**src/hdl/dtc_defines.vh**
```
// register offsets, field positions, reset values and timing counts of the dual timer
`ifndef DTC_DEFINES_VH
`define DTC_DEFINES_VH
`define DTC_ADDR_RUN_CTRL   8'h88
`define DTC_ADDR_MODE_SEL   8'h89
`define DTC_ADDR_CNT0_LOW   8'h8a
`define DTC_ADDR_CNT1_LOW   8'h8b
`define DTC_ADDR_CNT0_HIGH  8'h8c
`define DTC_ADDR_CNT1_HIGH  8'h8d
`define DTC_ADDR_CLK_CTRL   8'h8e
`define DTC_ADDR_AUX_CTRL   8'h90
`define DTC_ADDR_IRQ_STAT   8'h91
`define DTC_ADDR_IRQ_MASK   8'h92
`define DTC_ADDR_ISR_ACK    8'h93
`define DTC_RESET_BYTE      8'h00
`define DTC_MODE_CT0        2
`define DTC_MODE_GATE0      3
`define DTC_MODE_CT1        6
`define DTC_MODE_GATE1      7
`define DTC_RUN0            4
`define DTC_FLAG0           5
`define DTC_RUN1            6
`define DTC_FLAG1           7
`define DTC_CLK_MODE0       3
`define DTC_CLK_MODE1       4
`define DTC_AUX_TOG0        0
`define DTC_AUX_TOG1        1
`define DTC_AUX_LXT0        2
`define DTC_AUX_LXT1        3
`define DTC_PRESCALE        4'd12
`define DTC_PRESCALE_LAST   4'd11
`define DTC_MODE_13BIT      2'b00
`define DTC_MODE_16BIT      2'b01
`define DTC_MODE_RELOAD     2'b10
`define DTC_MODE_SPLIT      2'b11
`endif

```
**src/hdl/dtc_edge_detect.v**
```verilog
// falling edge detector on synchronous input samples
module dtc_edge_detect
(
    input  wire clk_sys,
    input  wire rst_b,
    input  wire sample_in,
    output wire fall_pulse
);
    reg prev_sample;

    // remember last cycle's sample
    always @(posedge clk_sys or negedge rst_b)
    begin
        if (!rst_b)
            prev_sample <= 1'b0;
        else
            prev_sample <= sample_in;
    end

    // high then low in the next cycle counts as one edge
    assign fall_pulse = prev_sample & ~sample_in;
endmodule

```
**src/hdl/dtc_timer.v**
```verilog
// dual 16-bit timer/counter with byte registers, gating, toggle outputs and interrupt
`include "dtc_defines.vh"
module dtc_timer
(
    input  wire       clk_sys,
    input  wire       rst_b,
    input  wire [7:0] reg_addr,
    input  wire [7:0] reg_wdata,
    input  wire       reg_wr,
    input  wire       reg_rd,
    output reg  [7:0] reg_rdata,
    input  wire       cnt0_count_pin_in,
    input  wire       cnt1_count_pin_in,
    output reg        cnt0_count_pin_out,
    output reg        cnt1_count_pin_out,
    output reg        cnt0_count_pin_oe_b,
    output reg        cnt1_count_pin_oe_b,
    input  wire       ext_irq_pin_0,
    input  wire       ext_irq_pin_1,
    input  wire       low_speed_crystal_tick,
    input  wire       isr_enter_0,
    input  wire       isr_enter_1,
    output reg        irq
);
    reg  [7:0] timer_mode_select;
    reg  [7:0] clock_control_reg;
    reg  [7:0] aux_ctrl;
    reg        cnt0_run;
    reg        cnt1_run;
    reg        cnt0_overflow_flag;
    reg        cnt1_overflow_flag;
    reg  [7:0] cnt0_low_byte;
    reg  [7:0] cnt0_high_byte;
    reg  [7:0] cnt1_low_byte;
    reg  [7:0] cnt1_high_byte;
    reg  [3:0] prescale;
    reg  [2:0] irq_stat;
    reg  [2:0] irq_mask;
    reg  [7:0] next_rdata;
    wire       fall0;
    wire       fall1;
    wire       pre_tick;

    dtc_edge_detect u_edge0
    (
        .clk_sys    (clk_sys),
        .rst_b      (rst_b),
        .sample_in  (cnt0_count_pin_in),
        .fall_pulse (fall0)
    );

    dtc_edge_detect u_edge1
    (
        .clk_sys    (clk_sys),
        .rst_b      (rst_b),
        .sample_in  (cnt1_count_pin_in),
        .fall_pulse (fall1)
    );

    // shared divide-by-12 prescaler
    always @(posedge clk_sys or negedge rst_b)
    begin
        if (!rst_b)
            prescale <= 4'd0;
        else if (prescale == `DTC_PRESCALE_LAST)
            prescale <= 4'd0;
        else
            prescale <= prescale + 4'd1;
    end
    assign pre_tick = (prescale == `DTC_PRESCALE_LAST);

    // pick the increment source of one counter
    function src_tick;
        input ct_sel;
        input clk_mode;
        input lxt_mode;
        input pin_fall;
        input pre;
        input low_speed_crystal;
        begin
            if (lxt_mode)
                src_tick = low_speed_crystal;
            else if (ct_sel)
                src_tick = pin_fall;
            else
                src_tick = clk_mode ? 1'b1 : pre;
        end
    endfunction

    // run bit qualified by gate and irq pin
    function run_ok;
        input run;
        input gate;
        input pin;
        begin
            run_ok = run & (~gate | pin);
        end
    endfunction

    wire tick0 = src_tick(timer_mode_select[`DTC_MODE_CT0],
                          clock_control_reg[`DTC_CLK_MODE0],
                          aux_ctrl[`DTC_AUX_LXT0], fall0, pre_tick,
                          low_speed_crystal_tick);
    wire tick1 = src_tick(timer_mode_select[`DTC_MODE_CT1],
                          clock_control_reg[`DTC_CLK_MODE1],
                          aux_ctrl[`DTC_AUX_LXT1], fall1, pre_tick,
                          low_speed_crystal_tick);
    wire en0   = tick0 & run_ok(cnt0_run, timer_mode_select[`DTC_MODE_GATE0],
                                ext_irq_pin_0);
    wire en1   = tick1 & run_ok(cnt1_run, timer_mode_select[`DTC_MODE_GATE1],
                                ext_irq_pin_1);
    wire [1:0] mode0 = timer_mode_select[1:0];
    wire [1:0] mode1 = timer_mode_select[5:4];
    // in split mode the high byte of counter 0 borrows counter 1's run bit
    wire       en0h  = pre_tick | clock_control_reg[`DTC_CLK_MODE0];
    wire       split = (mode0 == `DTC_MODE_SPLIT);

    // next count and overflow of one counter in modes 0..2
    function [16:0] step;
        input [1:0] mode;
        input [7:0] lo;
        input [7:0] hi;
        begin
            case (mode)
                `DTC_MODE_13BIT:
                begin
                    if (lo[4:0] == 5'h1f)
                        step = {(hi == 8'hff), hi + 8'h01, 8'h00};
                    else
                        step = {1'b0, hi, 3'b000, lo[4:0] + 5'h01};
                end
                `DTC_MODE_16BIT:
                    step = {1'b0, hi, lo} + 17'h00001;
                `DTC_MODE_RELOAD:
                begin
                    if (lo == 8'hff)
                        step = {1'b1, hi, hi};
                    else
                        step = {1'b0, hi, lo + 8'h01};
                end
                default:
                    step = {1'b0, hi, lo};
            endcase
        end
    endfunction

    wire [16:0] st0 = step(mode0, cnt0_low_byte, cnt0_high_byte);
    wire [16:0] st1 = step(mode1, cnt1_low_byte, cnt1_high_byte);
    wire ov0  = split ? (en0 && cnt0_low_byte == 8'hff) : (en0 & st0[16]);
    wire ov0h = split & en0h & cnt1_run & (cnt0_high_byte == 8'hff);
    // counter 1 halted in its mode 3 and never flags while counter 0 is split
    wire ov1  = en1 & st1[16] & ~split;
    wire hit0 = ov0;
    wire hit1 = ov1 | ov0h;

    wire wr_run  = reg_wr && reg_addr == `DTC_ADDR_RUN_CTRL;
    wire wr_stat = reg_wr && reg_addr == `DTC_ADDR_IRQ_STAT;

    // configuration registers
    always @(posedge clk_sys or negedge rst_b)
    begin
        if (!rst_b)
        begin
            timer_mode_select <= `DTC_RESET_BYTE;
            clock_control_reg <= `DTC_RESET_BYTE;
            aux_ctrl          <= `DTC_RESET_BYTE;
            cnt0_run          <= 1'b0;
            cnt1_run          <= 1'b0;
            irq_mask          <= 3'b000;
        end
        else if (reg_wr)
        begin
            case (reg_addr)
                `DTC_ADDR_MODE_SEL: timer_mode_select <= reg_wdata;
                `DTC_ADDR_CLK_CTRL: clock_control_reg <= reg_wdata & 8'h18;
                `DTC_ADDR_AUX_CTRL: aux_ctrl <= reg_wdata & 8'h0f;
                `DTC_ADDR_IRQ_MASK: irq_mask <= reg_wdata[2:0];
                `DTC_ADDR_RUN_CTRL:
                begin
                    cnt0_run <= reg_wdata[`DTC_RUN0];
                    cnt1_run <= reg_wdata[`DTC_RUN1];
                end
                default: ;
            endcase
        end
    end

    // counting registers: a byte write wins over counting that cycle
    always @(posedge clk_sys or negedge rst_b)
    begin
        if (!rst_b)
        begin
            cnt0_low_byte  <= `DTC_RESET_BYTE;
            cnt0_high_byte <= `DTC_RESET_BYTE;
            cnt1_low_byte  <= `DTC_RESET_BYTE;
            cnt1_high_byte <= `DTC_RESET_BYTE;
        end
        else
        begin
            if (reg_wr && reg_addr == `DTC_ADDR_CNT0_LOW)
                cnt0_low_byte <= reg_wdata;
            else if (en0 && split)
                cnt0_low_byte <= cnt0_low_byte + 8'h01;
            else if (en0)
                cnt0_low_byte <= st0[7:0];
            if (reg_wr && reg_addr == `DTC_ADDR_CNT0_HIGH)
                cnt0_high_byte <= reg_wdata;
            else if (split && en0h && cnt1_run)
                cnt0_high_byte <= cnt0_high_byte + 8'h01;
            else if (en0 && !split)
                cnt0_high_byte <= st0[15:8];
            if (reg_wr && reg_addr == `DTC_ADDR_CNT1_LOW)
                cnt1_low_byte <= reg_wdata;
            else if (en1)
                cnt1_low_byte <= st1[7:0];
            if (reg_wr && reg_addr == `DTC_ADDR_CNT1_HIGH)
                cnt1_high_byte <= reg_wdata;
            else if (en1)
                cnt1_high_byte <= st1[15:8];
        end
    end

    // overflow flags: hardware set beats isr and software clear
    always @(posedge clk_sys or negedge rst_b)
    begin
        if (!rst_b)
        begin
            cnt0_overflow_flag <= 1'b0;
            cnt1_overflow_flag <= 1'b0;
        end
        else
        begin
            if (hit0)
                cnt0_overflow_flag <= 1'b1;
            else if (wr_run)
                cnt0_overflow_flag <= reg_wdata[`DTC_FLAG0];
            else if (isr_enter_0)
                cnt0_overflow_flag <= 1'b0;
            if (hit1)
                cnt1_overflow_flag <= 1'b1;
            else if (wr_run)
                cnt1_overflow_flag <= reg_wdata[`DTC_FLAG1];
            else if (isr_enter_1)
                cnt1_overflow_flag <= 1'b0;
        end
    end

    // sticky status: bit0/1 overflow, bit2 count-pin edge; write one clears
    always @(posedge clk_sys or negedge rst_b)
    begin
        if (!rst_b)
            irq_stat <= 3'b000;
        else
            irq_stat <= (irq_stat & ~(wr_stat ? reg_wdata[2:0] : 3'b000))
                        | {fall0 | fall1, hit1, hit0};
    end

    // toggle outputs; the enable ignores the function select, so software
    // must keep timer function selected for a meaningful pattern
    always @(posedge clk_sys or negedge rst_b)
    begin
        if (!rst_b)
        begin
            cnt0_count_pin_out  <= 1'b1;
            cnt1_count_pin_out  <= 1'b1;
            cnt0_count_pin_oe_b <= 1'b1;
            cnt1_count_pin_oe_b <= 1'b1;
        end
        else
        begin
            cnt0_count_pin_oe_b <= ~aux_ctrl[`DTC_AUX_TOG0];
            cnt1_count_pin_oe_b <= ~aux_ctrl[`DTC_AUX_TOG1];
            if (!aux_ctrl[`DTC_AUX_TOG0])
                cnt0_count_pin_out <= 1'b1;
            else if (hit0)
                cnt0_count_pin_out <= ~cnt0_count_pin_out;
            if (!aux_ctrl[`DTC_AUX_TOG1])
                cnt1_count_pin_out <= 1'b1;
            else if (hit1)
                cnt1_count_pin_out <= ~cnt1_count_pin_out;
        end
    end

    // read mux, data stands one cycle after the strobe
    always @*
    begin
        next_rdata = 8'h00;
        case (reg_addr)
            `DTC_ADDR_RUN_CTRL:  next_rdata = {cnt1_overflow_flag, cnt1_run,
                                               cnt0_overflow_flag, cnt0_run, 4'h0};
            `DTC_ADDR_MODE_SEL:  next_rdata = timer_mode_select;
            `DTC_ADDR_CNT0_LOW:  next_rdata = cnt0_low_byte;
            `DTC_ADDR_CNT1_LOW:  next_rdata = cnt1_low_byte;
            `DTC_ADDR_CNT0_HIGH: next_rdata = cnt0_high_byte;
            `DTC_ADDR_CNT1_HIGH: next_rdata = cnt1_high_byte;
            `DTC_ADDR_CLK_CTRL:  next_rdata = clock_control_reg;
            `DTC_ADDR_AUX_CTRL:  next_rdata = aux_ctrl;
            `DTC_ADDR_IRQ_STAT:  next_rdata = {5'h00, irq_stat};
            `DTC_ADDR_IRQ_MASK:  next_rdata = {5'h00, irq_mask};
            default:             next_rdata = 8'h00;
        endcase
    end

    // read data register and interrupt output
    always @(posedge clk_sys or negedge rst_b)
    begin
        if (!rst_b)
        begin
            reg_rdata <= 8'h00;
            irq       <= 1'b0;
        end
        else
        begin
            reg_rdata <= reg_rd ? next_rdata : 8'h00;
            irq       <= |(irq_stat & irq_mask);
        end
    end
endmodule

```
**config.mk**
```make
export PLATFORM = sky130hd
export DESIGN_NAME = dtc_timer
export DESIGN_NICKNAME = d
export VERILOG_FILES = /design/src/hdl/dtc_edge_detect.v /design/src/hdl/dtc_timer.v
export VERILOG_INCLUDE_DIRS = /design/src /design/src/hdl
export SDC_FILE = /design/constraint.sdc
export NUM_CORES = 1
export LEC_CHECK = 0
export BUFFER_PORTS_ARGS = -buffer_cell sky130_fd_sc_hd__buf_2
export CAP_MARGIN = 40
export CORE_MARGIN = 3
export CORE_UTILIZATION = 45
export DETAILED_ROUTE_END_ITERATION = 16
export GPL_ROUTABILITY_DRIVEN = 0
export SKIP_CTS_REPAIR_TIMING = 1
export SYNTH_ARGS = -nofsm -noshare
export SYNTH_HDL_FRONTEND = slang
export SYNTH_SLANG_ARGS = --single-unit
```
**constraint.sdc**
```tcl
create_clock -name clk_sys -period 4.4 [get_ports clk_sys]
set_clock_uncertainty 0.05 [all_clocks]
set_input_delay 0.66 -clock clk_sys [delete_from_list [all_inputs] [get_ports clk_sys]]
set_output_delay 0.66 -clock clk_sys [all_outputs]
set_load 0.01 [all_outputs]
```
* Word level (Yosys, flattened, before mapping)
Cells that the tools add are included.
** Word-level totals
- Input bits :: 27
- Bits in registers :: 75
- Output and inout port bits :: 13
** Cells by class
- Reductions and logical operators :: 34
- Muxes and demuxes :: 37
- Bitwise operators :: 30
- Add/subtract/negate cells :: 9
- Equal/unequal tests :: 28
** Operator list (count)
- 8-bit equality test (second input constant) :: 14
- 17-bit case mux with 3 select lines :: 2
- 8-bit two-way mux :: 11
- 8-bit case mux with 10 select lines :: 1
- 17-bit two-way mux :: 4
- 16-bit by 1-bit adder with 17-bit output (second input constant) :: 2
- 8-bit by 1-bit adder with 8-bit output (second input constant) :: 4
- 1-bit two-way mux :: 17
- 3-bit nonzero test :: 5
- 2-bit AND reduction :: 7
- 1-bit bitwise AND :: 12
- 1-bit logical AND :: 11
- 5-bit by 1-bit adder with 5-bit output (second input constant) :: 2
- 5-bit equality test (second input constant) :: 2
- 1-bit NOT :: 9
- 4-bit AND reduction :: 2
- 4-bit nonzero test :: 2
- 3-bit bitwise AND :: 2
- 2-bit equality test (second input constant) :: 3
- 3-bit inequality test (second input constant) :: 2
- 1-bit OR :: 5
- 5-bit nonzero test :: 1
- 4-bit by 1-bit adder with 4-bit output (second input constant) :: 1
- 2-bit by 1-bit equality test with 1-bit output (second input constant) :: 2
- 12 further kinds :: 15

* Longest topological paths before layout
Gate-level depths: netlist of run 1.
- Depth after elaboration :: 10
- Depth in mapped cells :: 10
- Depth with buffers taken out :: 10

* Cells and area by module
Synthesis of run 1 repeated with hierarchy kept, for this count alone.
** Unflattened totals
- Cells, all modules :: 565
- Area total of the unflattened synthesis :: 4949.7 um^2
** By module, submodules not included
- dtc_timer :: cells an instance 561, seq. area each 1831.8 um^2, times used 1, area each 4872.2 um^2
- dtc_edge_detect :: cells an instance 2, seq. area each 25.0 um^2, times used 2, area each 38.8 um^2

* Least setup slack after synthesis of run 1
No wires, ideal clock.
- Path type :: input -> register
- Start point :: input reg_addr[5]
- End point :: register cnt0_run
- Path buffers :: 2
- Setup time :: 0.125 ns
- Data arrival time :: 2.223 ns
- Path slack :: 2.003 ns
- Stages :: 7
- Path through :: or3b_1 buf_2 or2_1 nor2_4 and3_1 clkbuf_2 mux2_2
** On the way
- Word-level cells in the longest chain between the ends :: 2
** RTL lines
- from (decl) :: RTL line dtc_timer.v:7 : input wire [7:0] reg_addr,
- 8-bit equality test :: RTL line dtc_timer.v:173 : case (reg_addr)
- 2-bit AND reduction (no source line)
- to (signal assigned) :: RTL line dtc_timer.v:180 : cnt0_run <= reg_wdata[`DTC_RUN0];
- to (decl) :: RTL line dtc_timer.v:28 : reg cnt0_run;
Every way passes these cells.
A chain may end at the register's enable or synchronous reset.

* Worst setup path in the final report of run 1
- Start point :: register cnt1_low_byte[0]
- End point :: register cnt1_high_byte[7]
** On the way
- Word-level cells in the longest chain between the ends :: 4
- Elaborated cells between the ends (all ways) :: 7
** RTL lines
- from (decl) :: RTL line dtc_timer.v:34 : reg [7:0] cnt1_low_byte;
- from (signal assigned) :: RTL line dtc_timer.v:195 : cnt1_low_byte <= `DTC_RESET_BYTE;
- from (signal assigned) :: RTL line dtc_timer.v:213 : cnt1_low_byte <= reg_wdata;
- from (signal assigned) :: RTL line dtc_timer.v:215 : cnt1_low_byte <= st1[7:0];
- 16-bit by 1-bit adder with 17-bit output :: RTL line dtc_timer.v:133 : step = {1'b0, hi, lo} + 17'h00001;
- 17-bit case mux with 3 select lines :: RTL line dtc_timer.v:124 : case (mode)
- 8-bit two-way mux :: RTL line dtc_timer.v:218 : else if (en1)
- 8-bit two-way mux :: RTL line dtc_timer.v:216 : if (reg_wr && reg_addr == `DTC_ADDR_CNT1_HIGH)
- to (signal assigned) :: RTL line dtc_timer.v:196 : cnt1_high_byte <= `DTC_RESET_BYTE;
- to (signal assigned) :: RTL line dtc_timer.v:217 : cnt1_high_byte <= reg_wdata;
- to (signal assigned) :: RTL line dtc_timer.v:219 : cnt1_high_byte <= st1[15:8];
- to (decl) :: RTL line dtc_timer.v:35 : reg [7:0] cnt1_high_byte;
Several ways; a longest one is shown, not always the timed one. The select of a mux whose other input is x is not followed.

==> results.py, run 1 <==
metrics = {
    "outcome": {
        "status": "finished clean",
    },
    "clock_tree": {
        "cts_made_buffers": 9,
        "cts.clk_slew.worst_paths_ns": 0.09,
        "clock-root-buffer": "clkbuf_8",
        "clk_latency_ns": 0.36,
        "cts-htree-levels": 3,
        "cts_tree": "yes",
        "clock-sinks": 75,
        "cts_max_path_buffers": 2,
    },
    "global_routing": {
        "grt-ovfl-total": 0,
        "grt_max_degree": 52,
        "grt_pass1_wl_um": 23210,
        "gr-usage-met1_pct": 37.67,
        "grt_antenna_before_repair": 0,
        "grt_usage_pct": 25.42,
        "use_met3_pct": 4.368,
        "grt.busiest_layer": "met1",
        "grt_pass1_vias": 4171,
        "use_met2_pct": 37.56,
    },
    "pwr": {
        "p_sw_w": 0.0004998,
        "seqPwrFrac_pct": 49.6,
        "p_clk_share_pct": 36.4,
        "power_density_mw_per_mm2": 310.4,
        "combPwrFrac_pct": 14.0,
        "p_int_w": 0.001171,
        "p_total_w": 0.001671,
        "p_leak_nw": 2.189,
        "swShare_pct": 29.91,
        "ir_drop_mv": 0.1840,
    },
    "synth": {
        "syn-cell-area_mm2": 0.004872,
        "synth-seq-cells": 75,
        "synth-edff-count": 0,
        "ys.warnings.count": 0,
        "synth_area_leaders": "dfrtp_1 (36%), mux2_2 (5.5%), nand2_1 (5.1%)",
        "async_reset_ff_share_pct": 100.0,
        "synth_cell_types": 68,
        "yosysSeqAreaShare_pct": 38.62,
        "yosysTopAreaCell": "dfrtp_1",
        "synth_cells": 553,
        "synth_area_per_cell_um2": 8.810,
        "synth-main-ff-cell": "dfrtp_1",
        "synth_nets": 591,
        "yosysTopAreaCellShare_pct": 36.47,
    },
    "floorplan": {
        "num_rows": 37,
        "die_h_um": 110.1,
        "core-area_mm2": 0.01042,
        "dieArea_mm2": 0.01211,
        "die_width_um": 110.1,
        "io_pins": 40,
        "start_util_pct": 46.77,
    },
    "setup_path": {
        "rr_worst_depth": 9,
        "path_max_fanout": 7,
        "r2r_slack_ns": 1.74,
        "rr_endpoint": "cnt1_high_byte[7]$_DFFE_PN0P_",
        "reg2reg_from": "cnt1_low_byte[0]$_DFFE_PN0P_",
        "path_class": "flop to flop",
        "endpoint_kind": "flop",
        "crit_arrival_ns": 2.84,
        "crit_required_ns": 4.58,
        "critical_path.startpoint_type": "flop",
    },
    "timing": {
        "final.min_clock_period_ns": 2.657,
        "tns_ns": 0,
        "rsz0062_at_grt": "no",
        "drv_slew": 0,
        "period_share_pct": 60.39,
        "timing.hold.ws_ns": 0.1511,
        "final-hold-violation-count": 0,
        "max_freq_mhz": 376.3,
        "slew_headroom_pct": 45.60,
        "worst_pin_slew_ns": 0.8159,
        "setup_viol": 0,
    },
    "placed_design": {
        "hpwlAfterDp_um": 10900,
        "portBuffers": 39,
        "placed_cells_incl_taps": 701,
    },
    "routing": {
        "via_per_inst": 6.356,
        "dr.pass1.iters": 5,
        "vias": 4557,
        "totalWireLength_um": 14860,
        "routedWlPerCell_um": 20.73,
        "drt_iter0_markers": 466,
        "drc": 0,
        "ant_nets": 0,
    },
    "layout": {
        "nNetsFinal": 614,
        "drive_gt1_share_pct": 17.38,
        "diodes": 0,
        "area_delta_synth_final_pct": 10.48,
        "instances_no_fill": 717,
    },
    "worst_hold_path": {
        "hold_path_class": "input port to async pin",
    },
    "run": {
        "cap_violations": 0,
    },
}
==> per-layer routing <==
metal  up-vias  part of all wire [%]
met3        26                   8.0
met1      2209                    45
met5         -                     0
met4         0                   2.1
li1       2106                     -
met2       216                    45
==> critical path: stages (launching register included) <==
cell and delay [ns]:
dfrtp_1 0.48, ha_1 0.23, nand3_1 0.19, inv_1 0.11
ha_1 0.25, nand2_1 0.18, a2111oi_2 0.55, nor2_1 0.21
a22oi_1 0.17, o21ai_0 0.11
==> power groups by stage <==
stage	sequential, W	combinational [W]	clock [W]
after floorplan	0.000791	0.000165	0
after global placement	0.000837	0.000223	0
after detailed placement	0.000838	0.000231	0
after CTS	0.000824	0.000232	0.000623
after global routing	0.000834	0.000259	0.000647
final	0.000828	0.000234	0.000609
==> placed cells by master, fill, tap and decap left out, types with 3 or more instances in the layout <==
| cell type | n |
|---|---|
| o211ai_1 | 8 |
| dfstp_2 | 4 |
| and3_1 | 7 |
| a21oi_1 | 31 |
| a2bb2oi_1 | 3 |
| inv_1 | 16 |
| a311oi_1 | 3 |
| o22ai_1 | 3 |
| mux2i_1 | 5 |
| buf_4 | 3 |
| o21ai_0 | 46 |
| mux2_2 | 24 |
| nand4_1 | 10 |
| nor4_1 | 4 |
| mux4_2 | 4 |
| nand2_1 | 66 |
| nand2b_1 | 9 |
| dfrtp_1 | 71 |
| a22o_1 | 6 |
| a222oi_1 | 4 |
| a21boi_0 | 4 |
| and4_1 | 3 |
| clkbuf_8 | 10 |
| and2_1 | 3 |
| nor3_1 | 10 |
| xnor2_1 | 6 |
| o31ai_1 | 5 |
| a2111oi_0 | 3 |
| nor2b_1 | 6 |
| nor2_1 | 50 |
| ha_1 | 11 |
| a22oi_1 | 8 |
| a211oi_1 | 4 |
| xor2_1 | 8 |
| nand3_1 | 23 |
| a31oi_1 | 11 |
| buf_2 | 38 |
| or3_1 | 6 |
==> cell usage after synthesis (3+ instances only) <==
library cell   n
xor2_1         8
a31oi_1       11
dfstp_2        4
dfrtp_1       71
o211ai_1       8
nor2b_1        6
o22ai_1        3
mux2_2        24
a222oi_1       4
mux4_2         4
or3_1          6
and3_1         7
nor3_1        10
a211oi_1       4
nand2_1       66
and4_1         3
a311oi_1       3
a22o_1         6
nand2b_1       9
xnor2_1        6
ha_1          11
a2111oi_0      3
and2_1         3
a22oi_1        8
clkbuf_1      19
a21oi_1       31
a2bb2oi_1      3
nor2_1        50
nand4_1       10
nor4_1         4
o21ai_0       46
o31ai_1        5
nand3_1       23
inv_1         16
mux2i_1        5
a21boi_0       4
buf_2          7
==> cell families after synthesis <==
group                      synth area share (%)
AOI/OAI and AO/OA                         22.14
and+or+nand+nor                           21.65
xor gates and xnor gates                  2.517
adders and majority gates                 2.825
DFF                                       38.62
muxes                                     8.423
buffers and inverters                     3.826
==> metrics by stage <==
| stage | instance area, um2 | util, % | setup WS (ns) |
|---|---|---|---|
| global placement | 5121 | 49.17 | 1.707 |
| global route | 5383 | 51.68 | 1.543 |
| floorplan | 4872 | - | 2.003 |
| detailed placement | 5156 | 49.50 | 1.649 |
| CTS | 5383 | 51.68 | 1.755 |
| finish | 5383 | 51.68 | 1.743 |
==> cell type report <==
type                            count  area (um2)
Multi-Input combinational cell    432        2804
Clock inverter                      6       88.84
Clock buffer                       10       137.6
Timing Repair Buffer               42       240.2
Inverter                           16       60.06
Sequential cell                    75        1882
Fill cell                         985        5034
Tap cell                          136       170.2
==> worst max path at each step <==
stage / slack (ns) / depth (start not counted) / from / end
2_1_floorplan: 2.00 / 7 / reg_addr[5] / cnt0_run$_DFFE_PN0P_
3_3_place_gp: 1.71 / 6 / reg_addr[5] / cnt0_low_byte[3]$_DFFE_PN0P_
3_5_place_dp: 1.65 / 6 / reg_addr[5] / timer_mode_select[6]$_DFFE_PN0P_
4_1_cts: 1.75 / 9 / cnt1_low_byte[0]$_DFFE_PN0P_ / cnt1_high_byte[1]$_DFFE_PN0P_
5_1_grt: 1.54 / 9 / cnt1_low_byte[0]$_DFFE_PN0P_ / cnt1_high_byte[5]$_DFFE_PN0P_
6_report: 1.74 / 9 / cnt1_low_byte[0]$_DFFE_PN0P_ / cnt1_high_byte[7]$_DFFE_PN0P_
(Power assumes the default switching activity.)
==> inputs of run 2 (changes only) <==
ABC_AREA = 1   (was not set)
clock period = 2.43 ns   (was 4.4 ns; I/O delays follow)
==> run 2 against run 1 <==
Utilization increased by 1.3 points. Synthesized cell count increased by 53%. Combinational power increased by 62%. Sequential power grew 69%. Power increased by 96%. Clock-buffer cell count fell by 1. First-iteration DRC count increased by 21%. Final cell count grew 45%. Maximum frequency up 25%. Cell area rose by 15%. Critical endpoint is now cnt0_high_byte[4]$_DFFE_PN0P_. Largest cell class unchanged. Flip-flop and latch count did not move. Setup slack worse by 1.4 ns.
==> results.py, run 2 <==
metrics = {
    "outcome": {
        "status": "finished clean",
    },
    "global_routing": {
        "grt_pass1_vias": 5384,
        "grt_usage_pct": 27.53,
        "grt-ovfl-total": 0,
        "grt_antenna_before_repair": 0,
        "grt_pass1_wl_um": 28410,
        "grt_max_degree": 34,
    },
    "floorplan": {
        "dieArea_mm2": 0.01353,
        "die_width_um": 116.3,
        "die_h_um": 116.3,
        "num_rows": 39,
        "start_util_pct": 46.95,
        "io_pins": 40,
        "core-area_mm2": 0.01166,
    },
    "clock_tree": {
        "cts-htree-levels": 3,
        "cts.clk_slew.worst_paths_ns": 0.07,
        "clock-sinks": 75,
        "cts_made_buffers": 9,
        "clk_latency_ns": 0.35,
        "cts_tree": "yes",
        "clock-root-buffer": "clkbuf_16",
        "cts_max_path_buffers": 2,
    },
    "routing": {
        "drt_iter0_markers": 566,
        "dr_wl_met2_um": 8084,
        "vias": 5696,
        "via_per_inst": 5.472,
        "totalWireLength_um": 17580,
        "ant_nets": 0,
        "dr.pass1.iters": 5,
        "met1Wirelength_um": 7754,
        "drc": 0,
        "routedWlPerCell_um": 16.89,
        "top_layer_used": "met4",
        "met3_length_um": 1250,
    },
    "timing": {
        "setup_viol": 0,
        "tns_ns": 0,
        "max_freq_mhz": 470.0,
        "slew_headroom_pct": 66.75,
        "rsz0062_at_grt": "no",
        "setup_ws_ns": 0.3025,
        "final-hold-violation-count": 0,
        "period_share_pct": 87.55,
        "worst_pin_slew_ns": 0.4987,
        "drv_slew": 0,
        "final.min_clock_period_ns": 2.128,
    },
    "synth": {
        "ys.warnings.count": 0,
        "synth_xor_area_share_pct": 1.120,
        "synth_cells": 846,
        "synth_area_per_cell_um2": 6.472,
        "synth-edff-count": 0,
        "synth-main-ff-cell": "dfrtp_1",
        "netlist_top_cells_count": "nand2_1 (306), inv_1 (105), nand3_1 (92)",
        "async_reset_ff_share_pct": 100.0,
        "synth_compound_area_share_pct": 9.758,
        "yosysTopAreaCellShare_pct": 32.45,
        "synth_cell_types": 38,
        "yosysSeqAreaShare_pct": 34.37,
        "syn-cell-area_mm2": 0.005475,
        "synth-adder-area-share_pct": 2.514,
        "synth_mux_area_share_pct": 0,
        "synth-seq-cells": 75,
        "synth_area_leaders": "dfrtp_1 (32%), nand2_1 (21%), nand3_1 (8.4%)",
        "synth_top_family_by_area": "simple AND/OR/NAND/NOR gates",
        "yosys.area_share.simple_pct": 42.66,
        "yosysTopAreaCell": "dfrtp_1",
        "synth.most_common_cell": "nand2_1",
        "synth_nets": 884,
    },
    "layout": {
        "multiInputGateArea_mm2": 0.003069,
        "layout_commonest_cell": "nand2_1",
        "instances_no_fill": 1041,
        "nNetsFinal": 931,
        "seq_area_mm2": 0.001882,
        "drive_gt1_share_pct": 12.92,
        "mostFrequentLayoutCells": "nand2_1 (306), inv_1 (105), nand3_1 (92)",
        "area_delta_synth_final_pct": 12.89,
        "diodes": 0,
        "fillers": 1181,
        "stdcell_area_mm2": 0.006181,
    },
    "run": {
        "cap_violations": 0,
    },
    "placed_design": {
        "placed_cells_incl_taps": 1024,
        "hpwlAfterDp_um": 13570,
        "place_ws_ns": 0.3697,
        "portBuffers": 39,
        "place_area_mm2": 0.005841,
    },
    "setup_path": {
        "crit_arrival_ns": 2.37,
        "crit_path_max_incr_delay_ns": 0.44,
        "endpoint_kind": "flop",
        "path_max_fanout": 6,
        "path_class": "flop to flop",
        "critical_path.startpoint_type": "flop",
        "critPathSlowestCell": "dfrtp_1",
        "cp_top_family": "simple AND/OR/NAND/NOR gates",
        "crit_top_cell": "nand2_1",
        "cp_num_buf_inv": 3,
        "crit_required_ns": 2.67,
        "crit_chain": "ha_1, nand2_1, nor2_2, ha_1, inv_1, nor3_1, inv_1, nand2_1, inv_1, nand2_1, nand4_1, nand2_1, nand2_1, nand2_1",
    },
    "pwr": {
        "p_leak_nw": 3.186,
        "ir_drop_mv": 0.3142,
        "power_density_mw_per_mm2": 530.4,
    },
    "worst_hold_path": {
        "hold_path_class": "input port to flop",
    },
}
[run 2: cell count changes after synthesis, sizes merged, moves of 8 or more]
cell,before,now
a22oi,8,0
mux2,24,0
clkbuf,20,4
nor2,51,76
inv,16,116
o21ai,46,62
a31oi,11,0
nand2b,9,0
nand2,66,320
nand3,23,97
[run 2: metal layers]
layer | GRT usage [%] | vias up
li1 | - | 2794
met1 | 37.22 | 2671
met2 | 44.74 | 199
met3 | 4.041 | 32
met4 | 10.36 | 0
met5 | 0 | -
[run 2: area by class of cell]
type	count	share of cell area [%]
Sequential cell	75	30.45
Clock buffer	9	3.644
Clock inverter	7	1.700
Inverter	119	7.247
Timing Repair Buffer	47	4.413
Multi-Input combinational cell	641	49.66
Tap cell	143	2.895
[run 2: worst reg2reg max path, cell delays in order (launching register included)]
cell and delay, ns:
dfrtp_1 0.44, ha_1 0.21, nand2_1 0.07, nor2_2 0.16, ha_1 0.17, inv_1 0.06, nor3_1 0.20, inv_1 0.13
nand2_1 0.20, inv_1 0.09, nand2_1 0.07, nand4_1 0.07, nand2_1 0.07, nand2_1 0.04, nand2_1 0.05
[run 2: where the power goes]
part / switching [W] / total, W / internal [W]
sequential: 0.0000877 / 0.00140 / 0.00131
combinational: 0.000258 / 0.000379 / 0.000121
clock: 0.000587 / 0.00150 / 0.000916
total: 0.000933 / 0.00328 / 0.00235
[run 2: kinds of logic after synthesis]
logic type	count (synthesis)
and+or+nand+nor	524
buffers and inverters	130
DFF	75
AOI/OAI and AO/OA	99
adders and majority gates	11
xor gates and xnor gates	7
[run 2: worst paths after layout]
path / cells past startpoint / endpoint / slack [ns] / from
min in group asynchronous: 2 / aux_ctrl[3]$_DFFE_PN0P_ / 0.45 / rst_b
max in group asynchronous: 3 / cnt0_count_pin_out$_DFFE_PN1P_ / 1.24 / rst_b
worst max-delay path: 14 / cnt0_high_byte[4]$_DFFE_PN0P_ / 0.30 / cnt0_low_byte[0]$_DFFE_PN0P_
worst max register to register: 14 / cnt0_high_byte[4]$_DFFE_PN0P_ / 0.30 / cnt0_low_byte[0]$_DFFE_PN0P_
worst min register to register: 1 / prescale[0]$_DFF_PN0_ / 0.41 / prescale[0]$_DFF_PN0_
worst min-delay path: 1 / u_edge1.prev_sample$_DFF_PN0_ / 0.09 / cnt1_count_pin_in
[run 2: metrics by stage]
step / hold slack (ns) / total power, W / util, %
after floorplan: 0.01891 / 0.001614 / -
after global placement: 0.2779 / 0.001782 / 50.08
after detailed placement: 0.2834 / 0.001789 / 50.08
after CTS: -0.08540 / 0.003305 / 52.91
after global routing: 0.09088 / 0.003439 / 53.00
final: 0.09487 / 0.003278 / 53.00
